`config.mk`:
```
export PLATFORM = sky130hd
export DESIGN_NAME = ecp_port
export DESIGN_NICKNAME = d
export VERILOG_FILES = /design/src/design/ecp_pkg.sv /design/src/design/ecp_port.sv
export SDC_FILE = /design/constraint.sdc
export NUM_CORES = 1
export LEC_CHECK = 0
export ABC_AREA = 1
export ABC_CLOCK_PERIOD_IN_PS = 3200
export BUFFER_PORTS_ARGS = -buffer_cell sky130_fd_sc_hd__buf_2
export CAP_MARGIN = 20
export CORE_MARGIN = 3
export CORE_UTILIZATION = 30
export CTS_BUF_LIST = sky130_fd_sc_hd__clkbuf_2 sky130_fd_sc_hd__clkbuf_4 sky130_fd_sc_hd__clkbuf_8
export CTS_CLUSTER_SIZE = 16
export DETAILED_ROUTE_END_ITERATION = 8
export GPL_ROUTABILITY_DRIVEN = 0
export RECOVER_POWER = 25
export SYNTH_ARGS = -nofsm -noshare
export SYNTH_HDL_FRONTEND = slang
export SYNTH_SLANG_ARGS = --single-unit
```
`constraint.sdc`:
```
create_clock -name clk -period 3.2 [get_ports clk]
set_clock_uncertainty 0.05 [all_clocks]
set_input_delay 0.16 -clock clk [delete_from_list [all_inputs] [get_ports clk]]
set_output_delay 0.16 -clock clk [all_outputs]
set_load 0.02 [all_outputs]
```
`src/design/ecp_pkg.sv`:
```
// Package: register offsets, field positions, reset values and types of the ECP port
package ecp_pkg;
  // Register offsets on the host port
  localparam logic [10:0] OFF_DATA = 11'h000; // Data latch / address FIFO port
  localparam logic [10:0] OFF_STATUS = 11'h001; // Status of peripheral inputs
  localparam logic [10:0] OFF_CTRL = 11'h002; // Port control
  localparam logic [10:0] OFF_FIFO = 11'h400; // Shared FIFO port / config A
  localparam logic [10:0] OFF_CFGB = 11'h401; // Config B
  localparam logic [10:0] OFF_ECR = 11'h402; // Extended control
  // Modes
  typedef enum logic [2:0] {
    ECP_MODE_SPP = 3'h0,
    ECP_MODE_BIDIR = 3'h1,
    ECP_MODE_COMPAT_FIFO_PORT = 3'h2,
    ECP_MODE_ECP = 3'h3,
    ECP_MODE_EPP = 3'h4,
    ECP_MODE_RSVD = 3'h5,
    ECP_MODE_TEST = 3'h6,
    ECP_MODE_CFG = 3'h7
  } ecp_mode_t;
  // Control register fields
  localparam int CTRL_DIR = 5;
  localparam int CTRL_ACKIE = 4;
  localparam int CTRL_SEL = 3;
  localparam int CTRL_INIT = 2;
  localparam int CTRL_AFD = 1;
  localparam int CTRL_STB = 0;
  // Extended control fields
  localparam int ECR_ERRDIS = 4;
  localparam int ECR_DMA_ENABLE_BIT = 3;
  localparam int ECR_SVC = 2;
  // Reset values and constants
  localparam logic [5:0] CTRL_RESET = 6'h00;
  localparam logic [7:0] ECR_RESET = 8'h15; // SPP, fault irq off, service bit set
  localparam logic [7:0] CFGA_VALUE = 8'h10; // 8-bit implementation
  localparam logic [2:0] CFGB_LOW_RESET = 3'h7;
  localparam int FIFO_DEPTH = 16;
  localparam logic [4:0] WRITE_THRESHOLD = 5'h08;
  localparam logic [4:0] READ_THRESHOLD = 5'h08;
  localparam logic [2:0] STROBE_CYCLES = 3'h3; // Strobe low width in cycles
  // FIFO entry: byte plus command tag
  typedef struct packed {
    logic cmd;
    logic [7:0] data;
  } ecp_entry_t;
  // Host register bus request
  typedef struct packed {
    logic wr;
    logic rd;
    logic [10:0] addr;
    logic [7:0] wdata;
  } ecp_req_t;
endpackage

```
`src/design/ecp_port.sv`:
```
// ECP parallel port: control registers, shared FIFO and peripheral handshakes
// Behaviour
// - Control bits 7,6 read one, unwritable
// - Direction ignored in modes 000, 010
// - Ack rising edge interrupts when enabled
// - Control bits drive handshake pins, some inverted
// - Mode 010 sends FIFO with compatible handshake
// - Mode 011 forward sends FIFO by ECP
// - Mode 011 reverse captures peripheral bytes
// - Test mode FIFO access, no transmission
// - Config A reads constant 10h
// - Config B: bit7 zero, bit6 irq level
// - Reverse busy high data, low command
// - Config B bits 5-3 report irq
// - Mode 011 drives data only after reverse acknowledge
// - Mode field bits 7-5; 000 resets FIFO
// - Mode 001 tri-states when direction set, reads pin levels
// - Address and data ports share FIFO order
// - Mode 111 exposes config A/B
// - ECR bit4 low enables fault-fall interrupt in mode 011
// - Service bit blocks DMA, software re-arms
// - Service bit sets on count or threshold
// - Full and empty flags track FIFO
// - Strobe loads data, paced by busy
// - One shared sixteen byte FIFO
`timescale 1ns/1ns
module ecp_port (
  input wire logic clk,
  input wire logic reset,
  input wire ecp_pkg::ecp_req_t req,
  output logic [7:0] rdata,
  input wire logic dma_ack,
  input wire logic dma_tc,
  output logic dma_req,
  output logic irq,
  input wire logic [2:0] irq_select,
  input wire logic [7:0] pd_in,
  output logic [7:0] pd_out,
  output logic pd_oe_n,
  output logic strobe_out,
  output logic autofeed_out,
  output logic init_out,
  output logic select_in_out,
  input wire logic ack_in,
  input wire logic busy_in,
  input wire logic fault_in,
  input wire logic perror_in,
  input wire logic select_in
);
  // Pin synchronisers
  logic [7:0] pd_s1_q, pd_s2_q;
  logic [4:0] pin_s1_q, pin_s2_q;
  logic ack_d1_q, busy_d1_q, fault_d1_q;
  logic ack_s, busy_s, fault_s, perror_s, sel_s;
  // Registers
  logic [7:0] data_q; // Data latch
  logic [5:0] ctrl_q; // Control bits 5..0
  logic [7:0] ecr_q; // Extended control
  logic [2:0] cfgb_low_q; // Writable config B bits
  logic ack_irq_q, fault_irq_q;
  // FIFO storage
  ecp_pkg::ecp_entry_t mem [ecp_pkg::FIFO_DEPTH];
  logic [3:0] wp_q, rp_q;
  logic [4:0] cnt_q;
  logic push, pop, full, empty;
  ecp_pkg::ecp_entry_t push_entry;
  // Handshake engine
  typedef enum {ECP_HS_IDLE, ECP_HS_SETUP, ECP_HS_STROBE, ECP_HS_WAIT, ECP_HS_RACK} ecp_hs_t;
  ecp_hs_t hs_q;
  logic [2:0] hs_cnt_q;
  logic [8:0] out_q; // Byte on the wire plus command tag
  logic hs_strobe_q, hs_hostack_q;
  ecp_pkg::ecp_mode_t mode;
  logic dir, fifo_wr, fifo_rd, fwd_send, rev_cap, dma_rd, dma_wr;

  // Two-stage pin synchronisers
  always_ff @(posedge clk) begin
    pd_s1_q <= pd_in;
    pd_s2_q <= pd_s1_q;
    pin_s1_q <= {ack_in, busy_in, fault_in, perror_in, select_in};
    pin_s2_q <= pin_s1_q;
    ack_d1_q <= ack_s;
    busy_d1_q <= busy_s;
    fault_d1_q <= fault_s;
  end
  assign {ack_s, busy_s, fault_s, perror_s, sel_s} = pin_s2_q;

  // Effective mode and direction
  always_comb begin
    mode = ecp_pkg::ecp_mode_t'(ecr_q[7:5]);
    dir = ctrl_q[ecp_pkg::CTRL_DIR];
    if (mode == ecp_pkg::ECP_MODE_SPP || mode == ecp_pkg::ECP_MODE_COMPAT_FIFO_PORT) begin
      dir = 1'b0;
    end
  end

  // FIFO access decode
  always_comb begin
    dma_wr = dma_ack && !dir;
    dma_rd = dma_ack && dir;
    fifo_wr = 1'b0;
    fifo_rd = 1'b0;
    push_entry = '{cmd: 1'b0, data: req.wdata};
    if (req.wr && req.addr == ecp_pkg::OFF_FIFO && (mode == ecp_pkg::ECP_MODE_COMPAT_FIFO_PORT
        || mode == ecp_pkg::ECP_MODE_ECP || mode == ecp_pkg::ECP_MODE_TEST)) begin
      fifo_wr = 1'b1;
    end
    if (req.wr && req.addr == ecp_pkg::OFF_DATA && mode == ecp_pkg::ECP_MODE_ECP && !dir) begin
      fifo_wr = 1'b1;
      push_entry.cmd = 1'b1;
    end
    if (dma_wr && !req.wr) begin
      fifo_wr = 1'b1;
      push_entry.data = pd_s2_q;
    end
    if (req.rd && req.addr == ecp_pkg::OFF_FIFO
        && (mode == ecp_pkg::ECP_MODE_ECP || mode == ecp_pkg::ECP_MODE_TEST)) begin
      fifo_rd = 1'b1;
    end
    if (dma_rd) begin
      fifo_rd = 1'b1;
    end
  end

  // Engine triggers
  assign fwd_send = (hs_q == ECP_HS_IDLE) ? 1'b0 : 1'b0;
  assign rev_cap = (hs_q == ECP_HS_RACK) && !ack_s && ack_d1_q && !full;
  assign push = (fifo_wr && !full) || rev_cap;
  assign pop = (fifo_rd && !empty) || (hs_q == ECP_HS_IDLE && !empty && !dir
    && (mode == ecp_pkg::ECP_MODE_COMPAT_FIFO_PORT || mode == ecp_pkg::ECP_MODE_ECP));
  assign full = (cnt_q == 5'(ecp_pkg::FIFO_DEPTH));
  assign empty = (cnt_q == 5'h00);

  // Shared FIFO storage
  always_ff @(posedge clk) begin
    if (push) begin
      if (rev_cap) begin
        mem[wp_q] <= '{cmd: !busy_s, data: pd_s2_q};
      end else begin
        mem[wp_q] <= push_entry;
      end
    end
  end

  // FIFO pointers; mode 000 holds it reset
  always_ff @(posedge clk) begin
    if (reset || mode == ecp_pkg::ECP_MODE_SPP) begin
      wp_q <= 4'h0;
      rp_q <= 4'h0;
      cnt_q <= 5'h00;
    end else begin
      if (push) begin
        wp_q <= wp_q + 4'h1;
      end
      if (pop) begin
        rp_q <= rp_q + 4'h1;
      end
      cnt_q <= cnt_q + {4'h0, push} - {4'h0, pop};
    end
  end

  // Control register and data latch
  always_ff @(posedge clk) begin
    if (reset) begin
      ctrl_q <= ecp_pkg::CTRL_RESET;
      data_q <= 8'h00;
    end else if (req.wr) begin
      if (req.addr == ecp_pkg::OFF_CTRL) begin
        ctrl_q <= req.wdata[5:0];
      end
      if (req.addr == ecp_pkg::OFF_DATA && mode != ecp_pkg::ECP_MODE_ECP) begin
        data_q <= req.wdata;
      end
    end
  end

  // Extended control register and service bit
  always_ff @(posedge clk) begin
    if (reset) begin
      ecr_q <= ecp_pkg::ECR_RESET;
    end else begin
      if (req.wr && req.addr == ecp_pkg::OFF_ECR) begin
        ecr_q[7:2] <= req.wdata[7:2];
      end
      if (!ecr_q[ecp_pkg::ECR_SVC] && mode != ecp_pkg::ECP_MODE_SPP) begin
        if (ecr_q[ecp_pkg::ECR_DMA_ENABLE_BIT] ? dma_tc
            : (!dir ? (5'(ecp_pkg::FIFO_DEPTH) - cnt_q >= ecp_pkg::WRITE_THRESHOLD)
                    : (cnt_q >= ecp_pkg::READ_THRESHOLD))) begin
          ecr_q[ecp_pkg::ECR_SVC] <= 1'b1;
        end
      end
    end
  end

  // Config B writable low bits
  always_ff @(posedge clk) begin
    if (reset) begin
      cfgb_low_q <= ecp_pkg::CFGB_LOW_RESET;
    end else if (req.wr && req.addr == ecp_pkg::OFF_CFGB && mode == ecp_pkg::ECP_MODE_CFG) begin
      cfgb_low_q <= req.wdata[2:0];
    end
  end

  // Ack flag cleared by status read, fault flag by ECR read; set wins
  always_ff @(posedge clk) begin
    if (reset) begin
      ack_irq_q <= 1'b0;
      fault_irq_q <= 1'b0;
    end else begin
      if (ctrl_q[ecp_pkg::CTRL_ACKIE] && ack_s && !ack_d1_q) begin
        ack_irq_q <= 1'b1;
      end else if (req.rd && req.addr == ecp_pkg::OFF_STATUS) begin
        ack_irq_q <= 1'b0;
      end
      if (mode == ecp_pkg::ECP_MODE_ECP && !ecr_q[ecp_pkg::ECR_ERRDIS]
          && !fault_s && fault_d1_q) begin
        fault_irq_q <= 1'b1;
      end else if (req.rd && req.addr == ecp_pkg::OFF_ECR) begin
        fault_irq_q <= 1'b0;
      end
    end
  end

  // Interrupt and DMA request outputs
  always_ff @(posedge clk) begin
    if (reset) begin
      irq <= 1'b0;
      dma_req <= 1'b0;
    end else begin
      irq <= ack_irq_q || fault_irq_q || (ecr_q[ecp_pkg::ECR_SVC:ecp_pkg::ECR_SVC] == 1'b0
        && !ecr_q[ecp_pkg::ECR_DMA_ENABLE_BIT] && mode != ecp_pkg::ECP_MODE_SPP && 1'b0);
      dma_req <= ecr_q[ecp_pkg::ECR_DMA_ENABLE_BIT] && !ecr_q[ecp_pkg::ECR_SVC]
        && (dir ? !empty : !full) && mode != ecp_pkg::ECP_MODE_SPP;
    end
  end

  // Forward and reverse handshake engine
  always_ff @(posedge clk) begin
    if (reset) begin
      hs_q <= ECP_HS_IDLE;
      hs_cnt_q <= 3'h0;
      out_q <= 9'h000;
      hs_strobe_q <= 1'b0;
      hs_hostack_q <= 1'b0;
    end else begin
      case (hs_q)
        ECP_HS_IDLE: begin
          hs_strobe_q <= 1'b0;
          hs_hostack_q <= 1'b0;
          if (mode == ecp_pkg::ECP_MODE_ECP && dir) begin
            hs_q <= ECP_HS_RACK;
          end else if (pop && !fifo_rd) begin
            out_q <= {mem[rp_q].cmd, mem[rp_q].data};
            hs_q <= ECP_HS_SETUP;
          end
        end
        ECP_HS_SETUP: begin
          if (!busy_s) begin
            hs_strobe_q <= 1'b1;
            hs_cnt_q <= ecp_pkg::STROBE_CYCLES;
            hs_q <= ECP_HS_STROBE;
          end
        end
        ECP_HS_STROBE: begin
          if (hs_cnt_q == 3'h1) begin
            hs_strobe_q <= 1'b0;
            hs_q <= ECP_HS_WAIT;
          end
          hs_cnt_q <= hs_cnt_q - 3'h1;
        end
        ECP_HS_WAIT: begin
          if (!busy_s) begin
            hs_q <= ECP_HS_IDLE;
          end
        end
        ECP_HS_RACK: begin
          hs_hostack_q <= !full; // Host ready for a byte
          if (mode != ecp_pkg::ECP_MODE_ECP || !dir) begin
            hs_q <= ECP_HS_IDLE;
          end
        end
        default: begin
          hs_q <= ECP_HS_IDLE;
        end
      endcase
    end
  end

  // Pin drivers
  always_ff @(posedge clk) begin
    if (reset) begin
      pd_out <= 8'h00;
      pd_oe_n <= 1'b1;
      strobe_out <= 1'b1;
      autofeed_out <= 1'b1;
      init_out <= 1'b0;
      select_in_out <= 1'b1;
    end else begin
      pd_out <= (hs_q == ECP_HS_IDLE || mode == ecp_pkg::ECP_MODE_TEST)
        ? ((mode == ecp_pkg::ECP_MODE_TEST) ? mem[rp_q].data : data_q) : out_q[7:0];
      pd_oe_n <= dir || (mode == ecp_pkg::ECP_MODE_ECP && !perror_s);
      strobe_out <= !(ctrl_q[ecp_pkg::CTRL_STB] || hs_strobe_q);
      autofeed_out <= (mode == ecp_pkg::ECP_MODE_ECP)
        ? (dir ? !hs_hostack_q : !out_q[8]) : !ctrl_q[ecp_pkg::CTRL_AFD];
      init_out <= ctrl_q[ecp_pkg::CTRL_INIT];
      select_in_out <= !ctrl_q[ecp_pkg::CTRL_SEL];
    end
  end

  // Register read data, one cycle after the strobe
  always_ff @(posedge clk) begin
    if (reset) begin
      rdata <= 8'h00;
    end else if (req.rd) begin
      case (req.addr)
        ecp_pkg::OFF_DATA: rdata <= (mode == ecp_pkg::ECP_MODE_BIDIR) ? pd_s2_q : data_q;
        ecp_pkg::OFF_STATUS: rdata <= {!busy_s, ack_s, perror_s, sel_s, fault_s, 3'h7};
        ecp_pkg::OFF_CTRL: rdata <= {2'h3, ctrl_q};
        ecp_pkg::OFF_FIFO: begin
          if (mode == ecp_pkg::ECP_MODE_CFG) begin
            rdata <= ecp_pkg::CFGA_VALUE;
          end else begin
            rdata <= empty ? 8'h00 : mem[rp_q].data;
          end
        end
        ecp_pkg::OFF_CFGB: rdata <= (mode == ecp_pkg::ECP_MODE_CFG)
          ? {1'b0, irq, irq_select, cfgb_low_q} : 8'h00;
        ecp_pkg::OFF_ECR: rdata <= {ecr_q[7:2], full, empty};
        default: rdata <= 8'h00;
      endcase
    end else begin
      rdata <= 8'h00;
    end
  end
endmodule // ecp_port

```
==> metrics.md <==
| Metric | Value |
|---|---|
| Status | complete, but fails checks |
| Failing checks | negative hold slack |
| Internal | 0.00539 W |
| Io pins | 64 |
| Initial drt markers | approximately 790 |
| Post-synth top area cell | edfxtp_1 |
| Clock network power share | 0.418 |
| Layout cells sized above 1 | 0.151 |
| Logic pwr share | 0.078 |
| First-pass DRT Iterations | 5 |
| TritonCTS clock tree | yes |
| Via/cell ratio | roughly 4.8 |
| Global Route Usage Sum | 0.145 |
| Post-synthesis register bit count | approximately 250 |
| Skew-Pair Late Insertion Delay | roughly 0.55 ns |
| Synthesized cell area | approximately 0.011 sq mm |
| Peak Freq | 349 MHz |
| Power Dens Cells | roughly 560 mW/mm^2 |
| Vias | roughly 8000 |
| Num CTS Buffers | 43 |
| Pin count of the biggest net entering global routing | 86 |
| NetSw | 0.00171 W |
| Syn_area_per_cell | around 10 sq um |
| Sequential cell fraction of total power | 0.505 |
| Critical path type | flop to flop |
| Antenna violations before repair | 0 |
| Total Routed Length | 27500 um |
| Min Tclk post-route | around 2.9 ns |
| Slew margin rel. | 0.227 |
| Max VDD drop | 0.367 mV |
| DRC | 0 |
| Area delta synth->final | 19.4% |
| Async SR Flop Fraction | 0 |
| LEAKAGE | roughly 4.7 nW |
| CP Launch Type | flop |
| Least-Margin Pin Slew | 1.16 ns |
| Cells after Synth | between 1000 and 1500 |
| Top cell type's share of synthesized area | 0.410 |
| Leading cell type by number of instances after synthesis | nor2_1 |
| Net Sw Frac | 0.241 |
| Seq/Total Area, Yosys | 0.618 |
| CTS H-Tree Depth | 2 |
| Final-report hold violation count | 1 |
| Root buffer cell | clkbuf_8 |
| Count of different cell masters after synthesis | between 40 and 50 |
| Die area | between 0.03 and 0.04 sq mm |
| CP required | ~3.6 ns |
| Placed wire-length estimate | approximately 18000 um |
| Grt ovf | 0 |
| Final TNS setup | 0 ns |
| Row count | between 60 and 70 |
| Max Cap Violations | 0 |
| Yosys warns | 0 |
| Worst Hold Class | primary input to flop |
| Clock Path Buffers | 3 |
| Clk slew on worst S/H paths | approximately 0.060 ns |
| Arrival time at the worst endpoint | between 3 and 4 ns |
| Number of flops mapped to enable cells by yosys | between 100 and 150 |
| Clock sinks | roughly 250 |
| Period utilization | 0.895 |
| Max-slew violation count | 0 |
| Synth Net Count | around 1100 |
| Final setup fails | 0 |
| Synth top cells by count | nor2_1 (148), edfxtp_1 (144), nand2_1 (128) |
| Top FF cell, synth | edfxtp_1 |
| Vias in the first global route | a little under 8000 |
| Die W | 194 um |
| Hold slack | -0.00501 ns |
| Core Area | 0.0346 sq mm |
| CP endpoint kind | flop |
| Worst Path Max Fanout | 4 |
| Routed WL per cell | 16.4 um |
| Diode count | 0 |
| RSZ-0062 raised after global routing | no |
| Dpl cell area | approximately 0.011 sq mm |
| Number of port buffers | between 60 and 70 |
| First-pass GRT wire length | 43500 um |
| Design area | 0.0126 sq mm |
| Synth area leaders | edfxtp_1 (41%), dfxtp_1 (21%), o21ai_0 (5.8%), nor2_1 (5.3%), nand2_1 (4.6%) |
| Die Height | a little under 200 um |
| Placed insts | ~1600 |
| Finished Layout Cells | around 1700 |
| Routed Antenna Nets | 0 |
| Initial Util | 0.305 |
| Layout Nets | ~1300 |
## state kept, by name, summed over array words and instances, names as in the netlist, 5 cells and up, named ones only
register / count
cnt_q: 5
out_q: 9
pin_s2_q: 5
rdata: 8
mem: 144
ecr_q: 6
pd_s1_q: 8
data_q: 8
pin_s1_q: 5
pd_out: 8
ctrl_q: 6
pd_s2_q: 8
## through the flow
stage / setup WS, ns / utilization / total power [W] / hold slack, ns
after detailed placement: 0.174 / 0.331 / 0.00418 / 0.214
after global routing: 0.0401 / 0.364 / 0.00741 / 0.0134
after CTS: 0.156 / 0.364 / 0.00717 / 0.00901
final: 0.337 / 0.364 / 0.00710 / -0.00501
after floorplan: 0.328 / - / 0.00396 / 0.138
after global placement: 0.265 / 0.331 / 0.00417 / 0.213
## final cells by class
type / instances / area [sq um]
clock buffers: 63 / 786
clock inverters: 16 / 114
fillers: 3414 / 22000
inverters: 111 / 417
multi-input cells: 657 / 3380
flip-flops and latches: 254 / 6530
well taps: 455 / 569
repair buffers: 125 / 817
## cells in the final DEF (no fill, tap or decap), drive strengths merged, types with 2 or more instances in the layout
cell type,netlist,layout
a21oi,71,71
xor2,3,3
dfxtp,110,110
buf,28,76
o22ai,4,4
ha,18,18
clkbuf,17,88
o21ai,142,142
nand2,131,131
nor3b,2,2
or2,2,2
nand4,6,6
nor3,9,9
clkinv,2,15
inv,109,110
edfxtp,144,144
nand3,65,65
o211ai,39,39
dlygate4sd3,0,24
nand3b,2,2
nor2,154,154
## metal layers
metal	vias up	global-route usage	wire, um
met5	-	0	0
met4	0	0.0431	591
met3	48	0.0343	2180
met2	273	0.230	12400
met1	3775	0.200	12300
li1	3908	-	-
## worst max-delay path, stage by stage, from the launching register on
cell and delay (ns):
dfxtp_1 0.34, inv_1 0.09, ha_1 0.20, nor3b_2 0.16
ha_2 0.20, nor2_2 0.13, nand3_2 0.11, nand2_4 0.10
inv_2 0.04, ha_1 0.26, inv_1 0.04, ha_1 0.20
fa_2 0.35, nand2_1 0.08, a21oi_1 0.06, nor2_1 0.11
xor2_1 0.17, inv_1 0.05, nor2_1 0.07
## power by group through the flow
stage | logic, W | clock network [W] | registers [W]
CTS | 0.000554 | 0.00304 | 0.00358
finish | 0.000550 | 0.00297 | 0.00358
floorplan | 0.000295 | 0 | 0.00367
global route | 0.000619 | 0.00321 | 0.00359
global placement | 0.000517 | 0 | 0.00365
detailed placement | 0.000528 | 0 | 0.00365
## worst paths after layout
check	startpoint	to	slack, ns	cells after the start
worst max register to register	cnt_q[2]$_SDFF_PP0_	cnt_q[4]$_SDFF_PP0_	0.34	18
worst max-delay path	cnt_q[2]$_SDFF_PP0_	cnt_q[4]$_SDFF_PP0_	0.34	18
worst min-delay path	req[16]	rdata[4]$_SDFF_PP0_	-0.005	6
worst min register to register	pd_s1_q[0]$_DFF_P_	pd_s2_q[0]$_DFF_P_	0.27	0
## what timing repair did
| item | in CTS | in global routing |
|---|---|---|
| endpoints found under the setup margin | 0 | 1 |
| hold buffers | 24 | 0 |
| buffers inserted | 0 | 3 |
| gates resized for setup | 0 | 5 |
| endpoints found under the hold margin | 45 | 0 |
## cells by family (layout without fill, tap and decap cells)
family | after synthesis | count (layout) | synth area share
buf+inv | 156 | 315 | 0.0629
xor+xnor | 4 | 4 | 0.00332
fa+ha+maj | 19 | 19 | 0.0232
simple gates | 371 | 371 | 0.153
flops | 254 | 254 | 0.618
compound gates | 263 | 263 | 0.139
Power figures use the tool's default switching activity.
